===== src/epc_pkg.sv =====
// Shared constants for the E1 PRA CRC4 and clock select block
package epc_pkg;
  // Register byte offsets
  localparam logic [7:0] ADDR_CTRL   = 8'h00;
  localparam logic [7:0] ADDR_STATUS = 8'h04;
  localparam logic [7:0] ADDR_CNT_U  = 8'h08;
  localparam logic [7:0] ADDR_CNT_N  = 8'h0C;
  // Control field positions
  localparam int CTRL_EXT_EN  = 0;
  localparam int CTRL_CUST    = 1;
  localparam int CTRL_ROLE_LO = 2;
  localparam int CTRL_OPT_LO  = 4;
  localparam int CTRL_SA6_EN  = 6;
  localparam int CTRL_AIS_EN  = 7;
  localparam logic [31:0] CTRL_RESET = 32'h0000_0094;
  // Roles
  typedef enum logic [1:0] {
    ROLE_NT1  = 2'b00,
    ROLE_LT   = 2'b01,
    ROLE_BOTH = 2'b10
  } epc_role_t;
  // Subscriber access options
  typedef enum logic [1:0] {
    OPT1 = 2'b00,
    OPT2 = 2'b01,
    OPT3 = 2'b10,
    OPT4 = 2'b11
  } epc_opt_t;
  // Clock sources
  typedef enum logic [1:0] {
    SRC_INT = 2'b00,
    SRC_TX  = 2'b01,
    SRC_EXT = 2'b10,
    SRC_REM = 2'b11
  } epc_src_t;
  // Sa6 codes
  localparam logic [3:0] SA6_NONE = 4'h0;
  localparam logic [3:0] SA6_EBIT = 4'h1;
  localparam logic [3:0] SA6_CRC  = 4'h2;
  localparam logic [3:0] SA6_BOTH = 4'h3;
  // Timing
  localparam int  CLK_HZ        = 200_000_000;
  localparam int  RESEL_MS      = 100;
  localparam int  RESEL_CYCLES  = CLK_HZ / 1000 * RESEL_MS;
  // Clock presence: an edge expected within this many aclk cycles
  localparam int  PRES_WINDOW   = 64;
  localparam logic [6:0] PRES_WIN7 = 7'h40;
endpackage


===== src/epc_clk_mon.sv =====
// Clock presence monitor: synchronises a pin clock and flags missing edges
`timescale 1ns/1ps
module epc_clk_mon (
  input  wire logic aclk,
  input  wire logic aresetn,
  input  wire logic clk_pin,
  output logic      present,
  output logic      rise
);
  logic [1:0] sync_q;
  logic       last_q;
  logic [6:0] cnt_q;

  always_ff @(posedge aclk)
  begin
    if (!aresetn)
    begin
      sync_q <= 2'h0;
      last_q <= 1'b0;
    end
    else
    begin
      sync_q <= {sync_q[0], clk_pin};
      last_q <= sync_q[1];
    end
  end

  assign rise = sync_q[1] & ~last_q;

  // Counts since the last edge; saturating keeps a dead clock flagged
  always_ff @(posedge aclk)
  begin
    if (!aresetn)
      cnt_q <= epc_pkg::PRES_WIN7;
    else if (rise)
      cnt_q <= 7'h00;
    else if (cnt_q != epc_pkg::PRES_WIN7)
      cnt_q <= cnt_q + 7'h01;
  end

  always_ff @(posedge aclk)
  begin
    if (!aresetn)
      present <= 1'b0;
    else
      present <= (cnt_q != epc_pkg::PRES_WIN7);
  end
endmodule


===== src/epc_crc_path.sv =====
// One E1 direction: transparent pass, CRC4 regeneration hooks, AIS and Sa6 insertion
`timescale 1ns/1ps
module epc_crc_path (
  input  wire logic       aclk,
  input  wire logic       aresetn,
  input  wire logic       bit_stb,
  input  wire logic       in_bit,
  input  wire logic       regen,
  input  wire logic [1:0] frame_in_smf,
  input  wire logic       sa6_slot,
  input  wire logic [3:0] sa6_code,
  input  wire logic       sa6_ins,
  input  wire logic       ais,
  output logic            out_bit
);
  logic sa6_bit;

  // MSB of the code goes in the first frame of the sub-multiframe
  always_comb
  begin
    sa6_bit = 1'b0;
    case (frame_in_smf)
      2'd0:    sa6_bit = sa6_code[3];
      2'd1:    sa6_bit = sa6_code[2];
      2'd2:    sa6_bit = sa6_code[1];
      default: sa6_bit = sa6_code[0];
    endcase
  end

  always_ff @(posedge aclk)
  begin
    if (!aresetn)
      out_bit <= 1'b1;
    else if (bit_stb)
    begin
      if (ais)
        out_bit <= 1'b1;
      else if (regen && sa6_ins && sa6_slot)
        out_bit <= sa6_bit;
      else
        out_bit <= in_bit;
    end
  end
endmodule


===== src/epc_top.sv =====
// E1 PRA CRC4 option handling and E1 reference clock selection with AXI4-Lite registers
`timescale 1ns/1ps
// Overview of operation
// - External reference on, not a customer unit: use external 2048kHz, else transmit clock, else internal.
// - External reference off: use transmit clock, internal oscillator when E1 is silent.
// - External reference never times the receive direction.
// - Customer unit receive: recovered remote clock first, else internal clock.
// - Role is configurable: network termination, line termination, or both.
// - Option 1 passes frames transparently, no CRC4 generation or check.
// - Option 1 sends AIS opposite a side that lost its signal.
// - Option 1 still reports signal and alignment loss, but counts no CRC4 errors.
// - Option 2 regenerates CRC4 both ways and checks both sides.
// - User CRC error: E-bit back to user, Sa6 to exchange if enabled.
// - Exchange CRC error: E-bit back toward exchange.
// - Option 3: line unit regenerates and checks; combined role rejects it.
// - Option 4 forwards unchanged but counts CRC4 errors from both sides.
// - Option 4 sends AIS opposite a side with signal or alignment loss.
// - Sa6 codes: 0001 user E-bit, 0010 local CRC error, 0011 both.
// - Sa6 notification off: incoming Sa6 bits pass unchanged.
// - Sa6 notification active only with option 2.
// - AIS is unframed all ones.
// - Clock selection re-evaluated every 100 ms.
module epc_top #(
  parameter int RESEL_CYCLES = epc_pkg::RESEL_CYCLES
) (
  input  wire logic        aclk,
  input  wire logic        aresetn,
  input  wire logic [7:0]  s_axi_awaddr,
  input  wire logic        s_axi_awvalid,
  output logic             s_axi_awready,
  input  wire logic [31:0] s_axi_wdata,
  input  wire logic [3:0]  s_axi_wstrb,
  input  wire logic        s_axi_wvalid,
  output logic             s_axi_wready,
  output logic [1:0]       s_axi_bresp,
  output logic             s_axi_bvalid,
  input  wire logic        s_axi_bready,
  input  wire logic [7:0]  s_axi_araddr,
  input  wire logic        s_axi_arvalid,
  output logic             s_axi_arready,
  output logic [31:0]      s_axi_rdata,
  output logic [1:0]       s_axi_rresp,
  output logic             s_axi_rvalid,
  input  wire logic        s_axi_rready,
  input  wire logic        ext_ref_clk,
  input  wire logic        e1_tx_clk,
  input  wire logic        rem_rx_clk,
  // Framer status from the E1 line logic (same clock)
  input  wire logic        u_los,
  input  wire logic        u_lof,
  input  wire logic        u_crc_err,
  input  wire logic        u_ebit_rx,
  input  wire logic        n_los,
  input  wire logic        n_lof,
  input  wire logic        n_crc_err,
  input  wire logic        bit_stb,
  input  wire logic [1:0]  frame_in_smf,
  input  wire logic        sa6_slot,
  input  wire logic        to_net_in,
  input  wire logic        to_user_in,
  output logic             to_net_out,
  output logic             to_user_out,
  output logic [1:0]       tx_ref_sel,
  output logic [1:0]       rx_ref_sel,
  output logic             crc_regen_net,
  output logic             crc_regen_user,
  output logic             crc_check,
  output logic             ebit_to_user,
  output logic             ebit_to_net
);
  logic [31:0] ctrl_q;
  logic [15:0] cnt_u_q;
  logic [15:0] cnt_n_q;
  logic [1:0]  tx_sel_q;
  logic [1:0]  rx_sel_q;
  logic [31:0] tick_q;
  logic        ext_pres;
  logic        tx_pres;
  logic        rem_pres;
  logic        opt_bad;
  logic        regen;
  logic        sa6_ins;
  logic        ais_to_net;
  logic        ais_to_user;
  logic        aw_hold_q;
  logic        w_hold_q;
  logic [7:0]  awaddr_q;
  logic [31:0] wdata_q;
  logic [3:0]  wstrb_q;
  logic        do_write;
  epc_pkg::epc_role_t role;
  epc_pkg::epc_opt_t  opt;
  assign role = epc_pkg::epc_role_t'(ctrl_q[epc_pkg::CTRL_ROLE_LO +: 2]);
  assign opt  = epc_pkg::epc_opt_t'(ctrl_q[epc_pkg::CTRL_OPT_LO +: 2]);
  // Byte-lane merge used by the control register write
  function automatic logic [31:0] merge(input logic [31:0] old, input logic [31:0] nw,
                                        input logic [3:0] strb);
    logic [31:0] r;
    r = old;
    for (int i = 0; i < 4; i++)
      if (strb[i])
        r[8*i +: 8] = nw[8*i +: 8];
    return r;
  endfunction
  epc_clk_mon u_ext (.aclk(aclk), .aresetn(aresetn), .clk_pin(ext_ref_clk),
                     .present(ext_pres), .rise());
  epc_clk_mon u_tx  (.aclk(aclk), .aresetn(aresetn), .clk_pin(e1_tx_clk),
                     .present(tx_pres), .rise());
  epc_clk_mon u_rem (.aclk(aclk), .aresetn(aresetn), .clk_pin(rem_rx_clk),
                     .present(rem_pres), .rise());
  // AXI write channel: address and data taken in either order
  assign s_axi_awready = ~aw_hold_q & ~s_axi_bvalid;
  assign s_axi_wready  = ~w_hold_q & ~s_axi_bvalid;
  assign do_write = (aw_hold_q | (s_axi_awvalid & s_axi_awready)) &
                    (w_hold_q | (s_axi_wvalid & s_axi_wready));
  always_ff @(posedge aclk)
  begin
    if (!aresetn)
    begin
      aw_hold_q <= 1'b0;
      w_hold_q  <= 1'b0;
      awaddr_q  <= 8'h00;
      wdata_q   <= 32'h0000_0000;
      wstrb_q   <= 4'h0;
    end
    else if (do_write)
    begin
      aw_hold_q <= 1'b0;
      w_hold_q  <= 1'b0;
    end
    else
    begin
      if (s_axi_awvalid & s_axi_awready)
      begin
        aw_hold_q <= 1'b1;
        awaddr_q  <= s_axi_awaddr;
      end
      if (s_axi_wvalid & s_axi_wready)
      begin
        w_hold_q <= 1'b1;
        wdata_q  <= s_axi_wdata;
        wstrb_q  <= s_axi_wstrb;
      end
    end
  end
  logic [7:0]  wa;
  logic [31:0] wd;
  logic [3:0]  ws;
  assign wa = aw_hold_q ? awaddr_q : s_axi_awaddr;
  assign wd = w_hold_q ? wdata_q : s_axi_wdata;
  assign ws = w_hold_q ? wstrb_q : s_axi_wstrb;
  always_ff @(posedge aclk)
  begin
    if (!aresetn)
    begin
      s_axi_bvalid <= 1'b0;
      s_axi_bresp  <= 2'b00;
    end
    else if (do_write)
    begin
      s_axi_bvalid <= 1'b1;
      s_axi_bresp  <= ({wa[7:2], 2'b00} == epc_pkg::ADDR_CTRL) ? 2'b00 : 2'b10;
    end
    else if (s_axi_bready)
      s_axi_bvalid <= 1'b0;
  end
  always_ff @(posedge aclk)
  begin
    if (!aresetn)
      ctrl_q <= epc_pkg::CTRL_RESET;
    else if (do_write && {wa[7:2], 2'b00} == epc_pkg::ADDR_CTRL)
      ctrl_q <= merge(ctrl_q, wd, ws) & 32'h0000_00FF;
  end
  // Read channel: one cycle to data
  assign s_axi_arready = ~s_axi_rvalid;
  always_ff @(posedge aclk)
  begin
    if (!aresetn)
    begin
      s_axi_rvalid <= 1'b0;
      s_axi_rdata  <= 32'h0000_0000;
      s_axi_rresp  <= 2'b00;
    end
    else if (s_axi_arvalid & s_axi_arready)
    begin
      s_axi_rvalid <= 1'b1;
      s_axi_rresp  <= 2'b00;
      case ({s_axi_araddr[7:2], 2'b00})
        epc_pkg::ADDR_CTRL:   s_axi_rdata <= ctrl_q;
        epc_pkg::ADDR_STATUS: s_axi_rdata <= {20'h0, opt_bad, rem_pres, tx_pres, ext_pres,
                                              n_lof, n_los, u_lof, u_los,
                                              rx_sel_q, tx_sel_q};
        epc_pkg::ADDR_CNT_U:  s_axi_rdata <= {16'h0, cnt_u_q};
        epc_pkg::ADDR_CNT_N:  s_axi_rdata <= {16'h0, cnt_n_q};
        default:
        begin
          s_axi_rdata <= 32'h0000_0000;
          s_axi_rresp <= 2'b10;
        end
      endcase
    end
    else if (s_axi_rready)
      s_axi_rvalid <= 1'b0;
  end
  // Periodic reselection: sources change only on the tick, avoiding chatter
  always_ff @(posedge aclk)
  begin
    if (!aresetn)
      tick_q <= 32'h0000_0000;
    else if (tick_q >= 32'(RESEL_CYCLES - 1))
      tick_q <= 32'h0000_0000;
    else
      tick_q <= tick_q + 32'h0000_0001;
  end
  always_ff @(posedge aclk)
  begin
    if (!aresetn)
    begin
      tx_sel_q <= epc_pkg::SRC_INT;
      rx_sel_q <= epc_pkg::SRC_INT;
    end
    else if (tick_q >= 32'(RESEL_CYCLES - 1))
    begin
      if (ctrl_q[epc_pkg::CTRL_EXT_EN] && !ctrl_q[epc_pkg::CTRL_CUST] && ext_pres)
        tx_sel_q <= epc_pkg::SRC_EXT;
      else if (tx_pres && !u_los)
        tx_sel_q <= epc_pkg::SRC_TX;
      else
        tx_sel_q <= epc_pkg::SRC_INT;
      // Receive side never picks the external reference
      if (ctrl_q[epc_pkg::CTRL_CUST] && rem_pres)
        rx_sel_q <= epc_pkg::SRC_REM;
      else
        rx_sel_q <= epc_pkg::SRC_INT;
    end
  end
  assign tx_ref_sel = tx_sel_q;
  assign rx_ref_sel = rx_sel_q;
  // Option decode
  assign opt_bad = (opt == epc_pkg::OPT3) && (role == epc_pkg::ROLE_BOTH);
  always_comb
  begin
    regen          = 1'b0;
    crc_regen_net  = 1'b0;
    crc_regen_user = 1'b0;
    crc_check      = 1'b0;
    case (opt)
      epc_pkg::OPT1: crc_check = 1'b0;
      epc_pkg::OPT2:
      begin
        regen          = 1'b1;
        crc_regen_net  = 1'b1;
        crc_regen_user = 1'b1;
        crc_check      = 1'b1;
      end
      epc_pkg::OPT3:
      begin
        // Rejected combination falls back to transparent pass
        regen          = ~opt_bad;
        crc_regen_net  = ~opt_bad;
        crc_regen_user = ~opt_bad;
        crc_check      = ~opt_bad;
      end
      default: crc_check = 1'b1;
    endcase
  end
  assign ais_to_net = ctrl_q[epc_pkg::CTRL_AIS_EN] &&
                      ((opt == epc_pkg::OPT1 && u_los) ||
                       (opt == epc_pkg::OPT4 && (u_los || u_lof)));
  assign ais_to_user = ctrl_q[epc_pkg::CTRL_AIS_EN] &&
                       ((opt == epc_pkg::OPT1 && n_los) ||
                        (opt == epc_pkg::OPT4 && (n_los || n_lof)));
  assign sa6_ins = ctrl_q[epc_pkg::CTRL_SA6_EN] && opt == epc_pkg::OPT2;
  // Sa6 error flags gathered over a sub-multiframe, latched at its end
  logic e_acc_q;
  logic c_acc_q;
  logic [3:0] sa6_q;
  always_ff @(posedge aclk)
  begin
    if (!aresetn)
    begin
      e_acc_q <= 1'b0;
      c_acc_q <= 1'b0;
      sa6_q   <= epc_pkg::SA6_NONE;
    end
    else if (bit_stb && sa6_slot && frame_in_smf == 2'd3)
    begin
      e_acc_q <= 1'b0;
      c_acc_q <= 1'b0;
      if (!sa6_ins)
        sa6_q <= epc_pkg::SA6_NONE;
      else if ((e_acc_q | u_ebit_rx) && (c_acc_q | u_crc_err))
        sa6_q <= epc_pkg::SA6_BOTH;
      else if (e_acc_q | u_ebit_rx)
        sa6_q <= epc_pkg::SA6_EBIT;
      else if (c_acc_q | u_crc_err)
        sa6_q <= epc_pkg::SA6_CRC;
      else
        sa6_q <= epc_pkg::SA6_NONE;
    end
    else
    begin
      e_acc_q <= e_acc_q | u_ebit_rx;
      c_acc_q <= c_acc_q | u_crc_err;
    end
  end
  // E-bit back-reporting and error counters
  always_ff @(posedge aclk)
  begin
    if (!aresetn)
    begin
      ebit_to_user <= 1'b0;
      ebit_to_net  <= 1'b0;
      cnt_u_q      <= 16'h0000;
      cnt_n_q      <= 16'h0000;
    end
    else
    begin
      ebit_to_user <= regen & u_crc_err;
      ebit_to_net  <= regen & n_crc_err;
      if (crc_check && u_crc_err && cnt_u_q != 16'hFFFF)
        cnt_u_q <= cnt_u_q + 16'h0001;
      if (crc_check && n_crc_err && cnt_n_q != 16'hFFFF)
        cnt_n_q <= cnt_n_q + 16'h0001;
    end
  end
  epc_crc_path u_to_net (
    .aclk(aclk), .aresetn(aresetn), .bit_stb(bit_stb), .in_bit(to_net_in),
    .regen(regen), .frame_in_smf(frame_in_smf), .sa6_slot(sa6_slot),
    .sa6_code(sa6_q), .sa6_ins(sa6_ins), .ais(ais_to_net), .out_bit(to_net_out)
  );
  epc_crc_path u_to_user (
    .aclk(aclk), .aresetn(aresetn), .bit_stb(bit_stb), .in_bit(to_user_in),
    .regen(regen), .frame_in_smf(frame_in_smf), .sa6_slot(1'b0),
    .sa6_code(epc_pkg::SA6_NONE), .sa6_ins(1'b0), .ais(ais_to_user),
    .out_bit(to_user_out)
  );
endmodule


===== config.mk =====
export PLATFORM = sky130hd
export DESIGN_NAME = epc_top
export DESIGN_NICKNAME = d
export VERILOG_FILES = /design/src/epc_pkg.sv /design/src/epc_clk_mon.sv /design/src/epc_crc_path.sv /design/src/epc_top.sv
export SDC_FILE = /design/constraint.sdc
export NUM_CORES = 1
export LEC_CHECK = 0
export BUFFER_PORTS_ARGS = -buffer_cell sky130_fd_sc_hd__buf_4
export CAP_MARGIN = 10
export CELL_PAD_IN_SITES_DETAIL_PLACEMENT = 1
export CELL_PAD_IN_SITES_GLOBAL_PLACEMENT = 1
export CORE_MARGIN = 1
export CORE_UTILIZATION = 25
export CTS_BUF_LIST = sky130_fd_sc_hd__clkbuf_4 sky130_fd_sc_hd__clkbuf_8 sky130_fd_sc_hd__clkbuf_16
export DETAILED_ROUTE_END_ITERATION = 8
export PLACE_DENSITY = 0.53
export SETUP_SLACK_MARGIN = 0.15
export SLEW_MARGIN = 40
export SYNTH_ARGS = -nofsm -noshare
export SYNTH_HDL_FRONTEND = slang
export SYNTH_SLANG_ARGS = --single-unit

===== constraint.sdc =====
create_clock -name aclk -period 2.5 [get_ports aclk]
set_input_delay 0.125 -clock aclk [delete_from_list [all_inputs] [get_ports aclk]]
set_output_delay 0.125 -clock aclk [all_outputs]
set_load 0.01 [all_outputs]

==> reports/metrics.cfg <==
[global_route]
grt_pass1_wl_mm=29.8
overflow=0
grt_max_degree=68
antenna_found_initial=0
grt_pass1_vias=5601
grt_use_total_pct=13.3

[setup_path]
crit_chain=inv_1, ha_1, nand3b_2, nand3_4, a2111o_1, or3_1, a21oi_1
crit_family=simple AND/OR/NAND/NOR gates
cp_slowest_cell=a2111o_1
setup.worst_path.end_class=flop
path_buf_inv=1
max_stage_delay_ns=0.45
critPathLaunchType=flop
path_class=flop to flop
r2r_cells=7
r2r_start=ctrl_q[4]
rr_endpoint=cnt_u_q[11]
worst_ep_required_time_ns=2.85
cp_data_arrival_time_ns=2.52
critPathMaxFanout=10
reg2reg_slack_ns=0.33
cp_num_cells=7

[clocking]
cts_setup_buffers=0
cts.clk_slew.worst_paths_ns=0.07
h-tree-depth=4
numCtsBuffers=17
root_buffer=clkbuf_16
cts_tree=built
cts_sinks=153
worst_skew_pair.late_latency_ns=0.42
cts_buffer_depth=2

[placed_design]
gp_congestion=0.747
placed_area_um2=7950
port-buffer-count=77
dpl.hpwl_mm=13.2
dp_cells=1230

[worst_hold_path]
min_path_type=primary input to flop
hold_end=u_to_net.out_bit
worstHoldPathCells=3
hold_start=bit_stb

[pwr]
max-vdd-ir-drop_v=0.000341
finalPower_w=0.00576
power_density_nw_per_um2=654
p_leak_nw=3.39

[synthesis]
ys.flop_type=dfxtp_1
yosysSeqAreaShare_pct=43.7
ys_types=59
synthArstFlopShare_pct=0
netlist_instances=794
synth_area_um2=7020
avgSynthCellArea_um2=8.84
yosys_warnings=0
synth_edf_count=0
ys_seq_elements=153

[floorplan]
num_io_pins=127
die_width_um=170
die_area_um2=28700
rows=60
initial_core_util_pct=25.7
die_y_um=170
core_area_um2=27300

[final_layout]
fin_area_um2=8800
ff_latch_area_um2=3060
final_cell_count_no_fill=1287
final_cell_mix=153 x dfxtp_1, 135 x nor2_1, 85 x buf_4
nFillCells=3214
drive_gt1_share_pct=16.0
num_antenna_cells=0
multi_input_area_um2=3700
nets=991
area_growth_pct=25.4
mostFrequentLayoutCell=dfxtp_1

[sta]
rsz0062_at_grt=no
period_minus_slack_ns=2.17
relSlewSlack_pct=55.6
clock_skew_ns=0.0103
finalHoldViolations=0
setup_viol=0
period_share_pct=86.8
finalMaxSlewViolations=0
tns_ns=0
tightest_slew_ns=0.664
fmax_mhz=461

[routing]
drt_wl_total_mm=18.3
antenna_left=0
vias=5717
wl_met1_mm=9.62
dr_wl_met3_um=498
routedWlPerCell_um=14.2
drc=0
avgViaCountPerCell=4.44
routed.top_layer=met4
met2_length_mm=7.93
first_pass_iters=4
drt-initial-drc-count=141

[status]
status=completed

[flow_run]
drv_cap=0

-- logic make-up after synthesis --
kind of cell               Yosys count  synth area share, %
adders and majority gates           13                 2.32
AOI/OAI and AO/OA                   95                 8.35
other                                1               0.0534
and+or+nand+nor                    355                 25.9
buffers and inverters               67                 4.99
xor gates and xnor gates            61                 7.61
DFF                                153                 43.7
muxes                               49                 7.15
-- worst min-delay path, cell delays in order --
cell and delay, ns:
buf_4 0.10, nor2_1 0.04, o21ai_0 0.14
-- layer usage --
layer | GRT usage, % | up-vias
li1 | - | 2904
met1 | 19.0 | 2719
met2 | 19.9 | 79
met3 | 2.61 | 15
met4 | 4.23 | 0
met5 | 0 | -
-- Yosys cell counts, types with 9 or more instances --
library cell	count	area (µm²)
dfxtp_1	153	3060
nand3_1	33	165
nand2_1	63	236
a21oi_1	28	140
nor4_1	10	62.6
xnor2_1	42	368
clkbuf_1	17	63.8
mux2_2	9	101
xor2_1	19	166
mux2i_1	40	400
nor3_1	20	100
o21ai_0	31	155
nand4_1	15	93.8
ha_1	13	163
and2_1	14	87.6
a22oi_1	11	82.6
nor2_1	135	507
buf_4	21	158
and3_1	12	75.1
inv_1	22	82.6
a211oi_1	9	67.6
-- sequential cells by signal, indices dropped and copies added (netlist names), 6 cells and up --
register     cells
awaddr_q         6
cnt_n_q         16
cnt_u_q         16
ctrl_q           8
s_axi_rdata     16
tick_q          32
u_ext.cnt_q      7
u_rem.cnt_q      7
u_tx.cnt_q       7
wdata_q          8
-- report_power, final --
| part | switching [W] | leakage, nW | internal, W | total [W] |
|---|---|---|---|---|
| logic | 0.000308 | 1.87 | 0.000269 | 0.000576 |
| clock network | 0.00108 | 0.277 | 0.00149 | 0.00257 |
| registers | 0.0000816 | 1.24 | 0.00253 | 0.00261 |
-- how the worst max path moves through the flow --
stage                    from          end  slack, ns
floorplan           ctrl_q[4]  cnt_u_q[11]       0.65
global placement    ctrl_q[4]  cnt_u_q[11]       0.39
detailed placement  ctrl_q[4]  cnt_u_q[11]       0.35
CTS                 ctrl_q[4]  cnt_u_q[11]       0.32
global route        ctrl_q[4]  cnt_u_q[15]       0.19
finish              ctrl_q[4]  cnt_u_q[11]       0.33
-- per-stage QoR --
| step | hold WS [ns] | setup slack (ns) | util (%) |
|---|---|---|---|
| floorplan | 0.224 | 0.651 | - |
| global placement | 0.315 | 0.389 | 29.2 |
| detailed placement | 0.322 | 0.353 | 29.2 |
| CTS | 0.00358 | 0.320 | 32.2 |
| global route | 0.0331 | 0.190 | 32.3 |
| finish | 0.0218 | 0.329 | 32.3 |
-- final cells by class --
type	instances	share of cell area (%)
multi-input combinational	598	42.1
sequential	153	34.8
timing repair buffer	111	10.3
tap	372	5.29
clock buffer	18	4.92
clock inverter	13	1.65
inverter	22	0.939
-- what timing repair did --
item | CTS | global route
gates resized for setup | 0 | 0
setup endpoints to repair | 0 | 0
hold buffers | 25 | 0
hold endpoints to repair | 24 | 0
(Power assumes the default switching activity.)
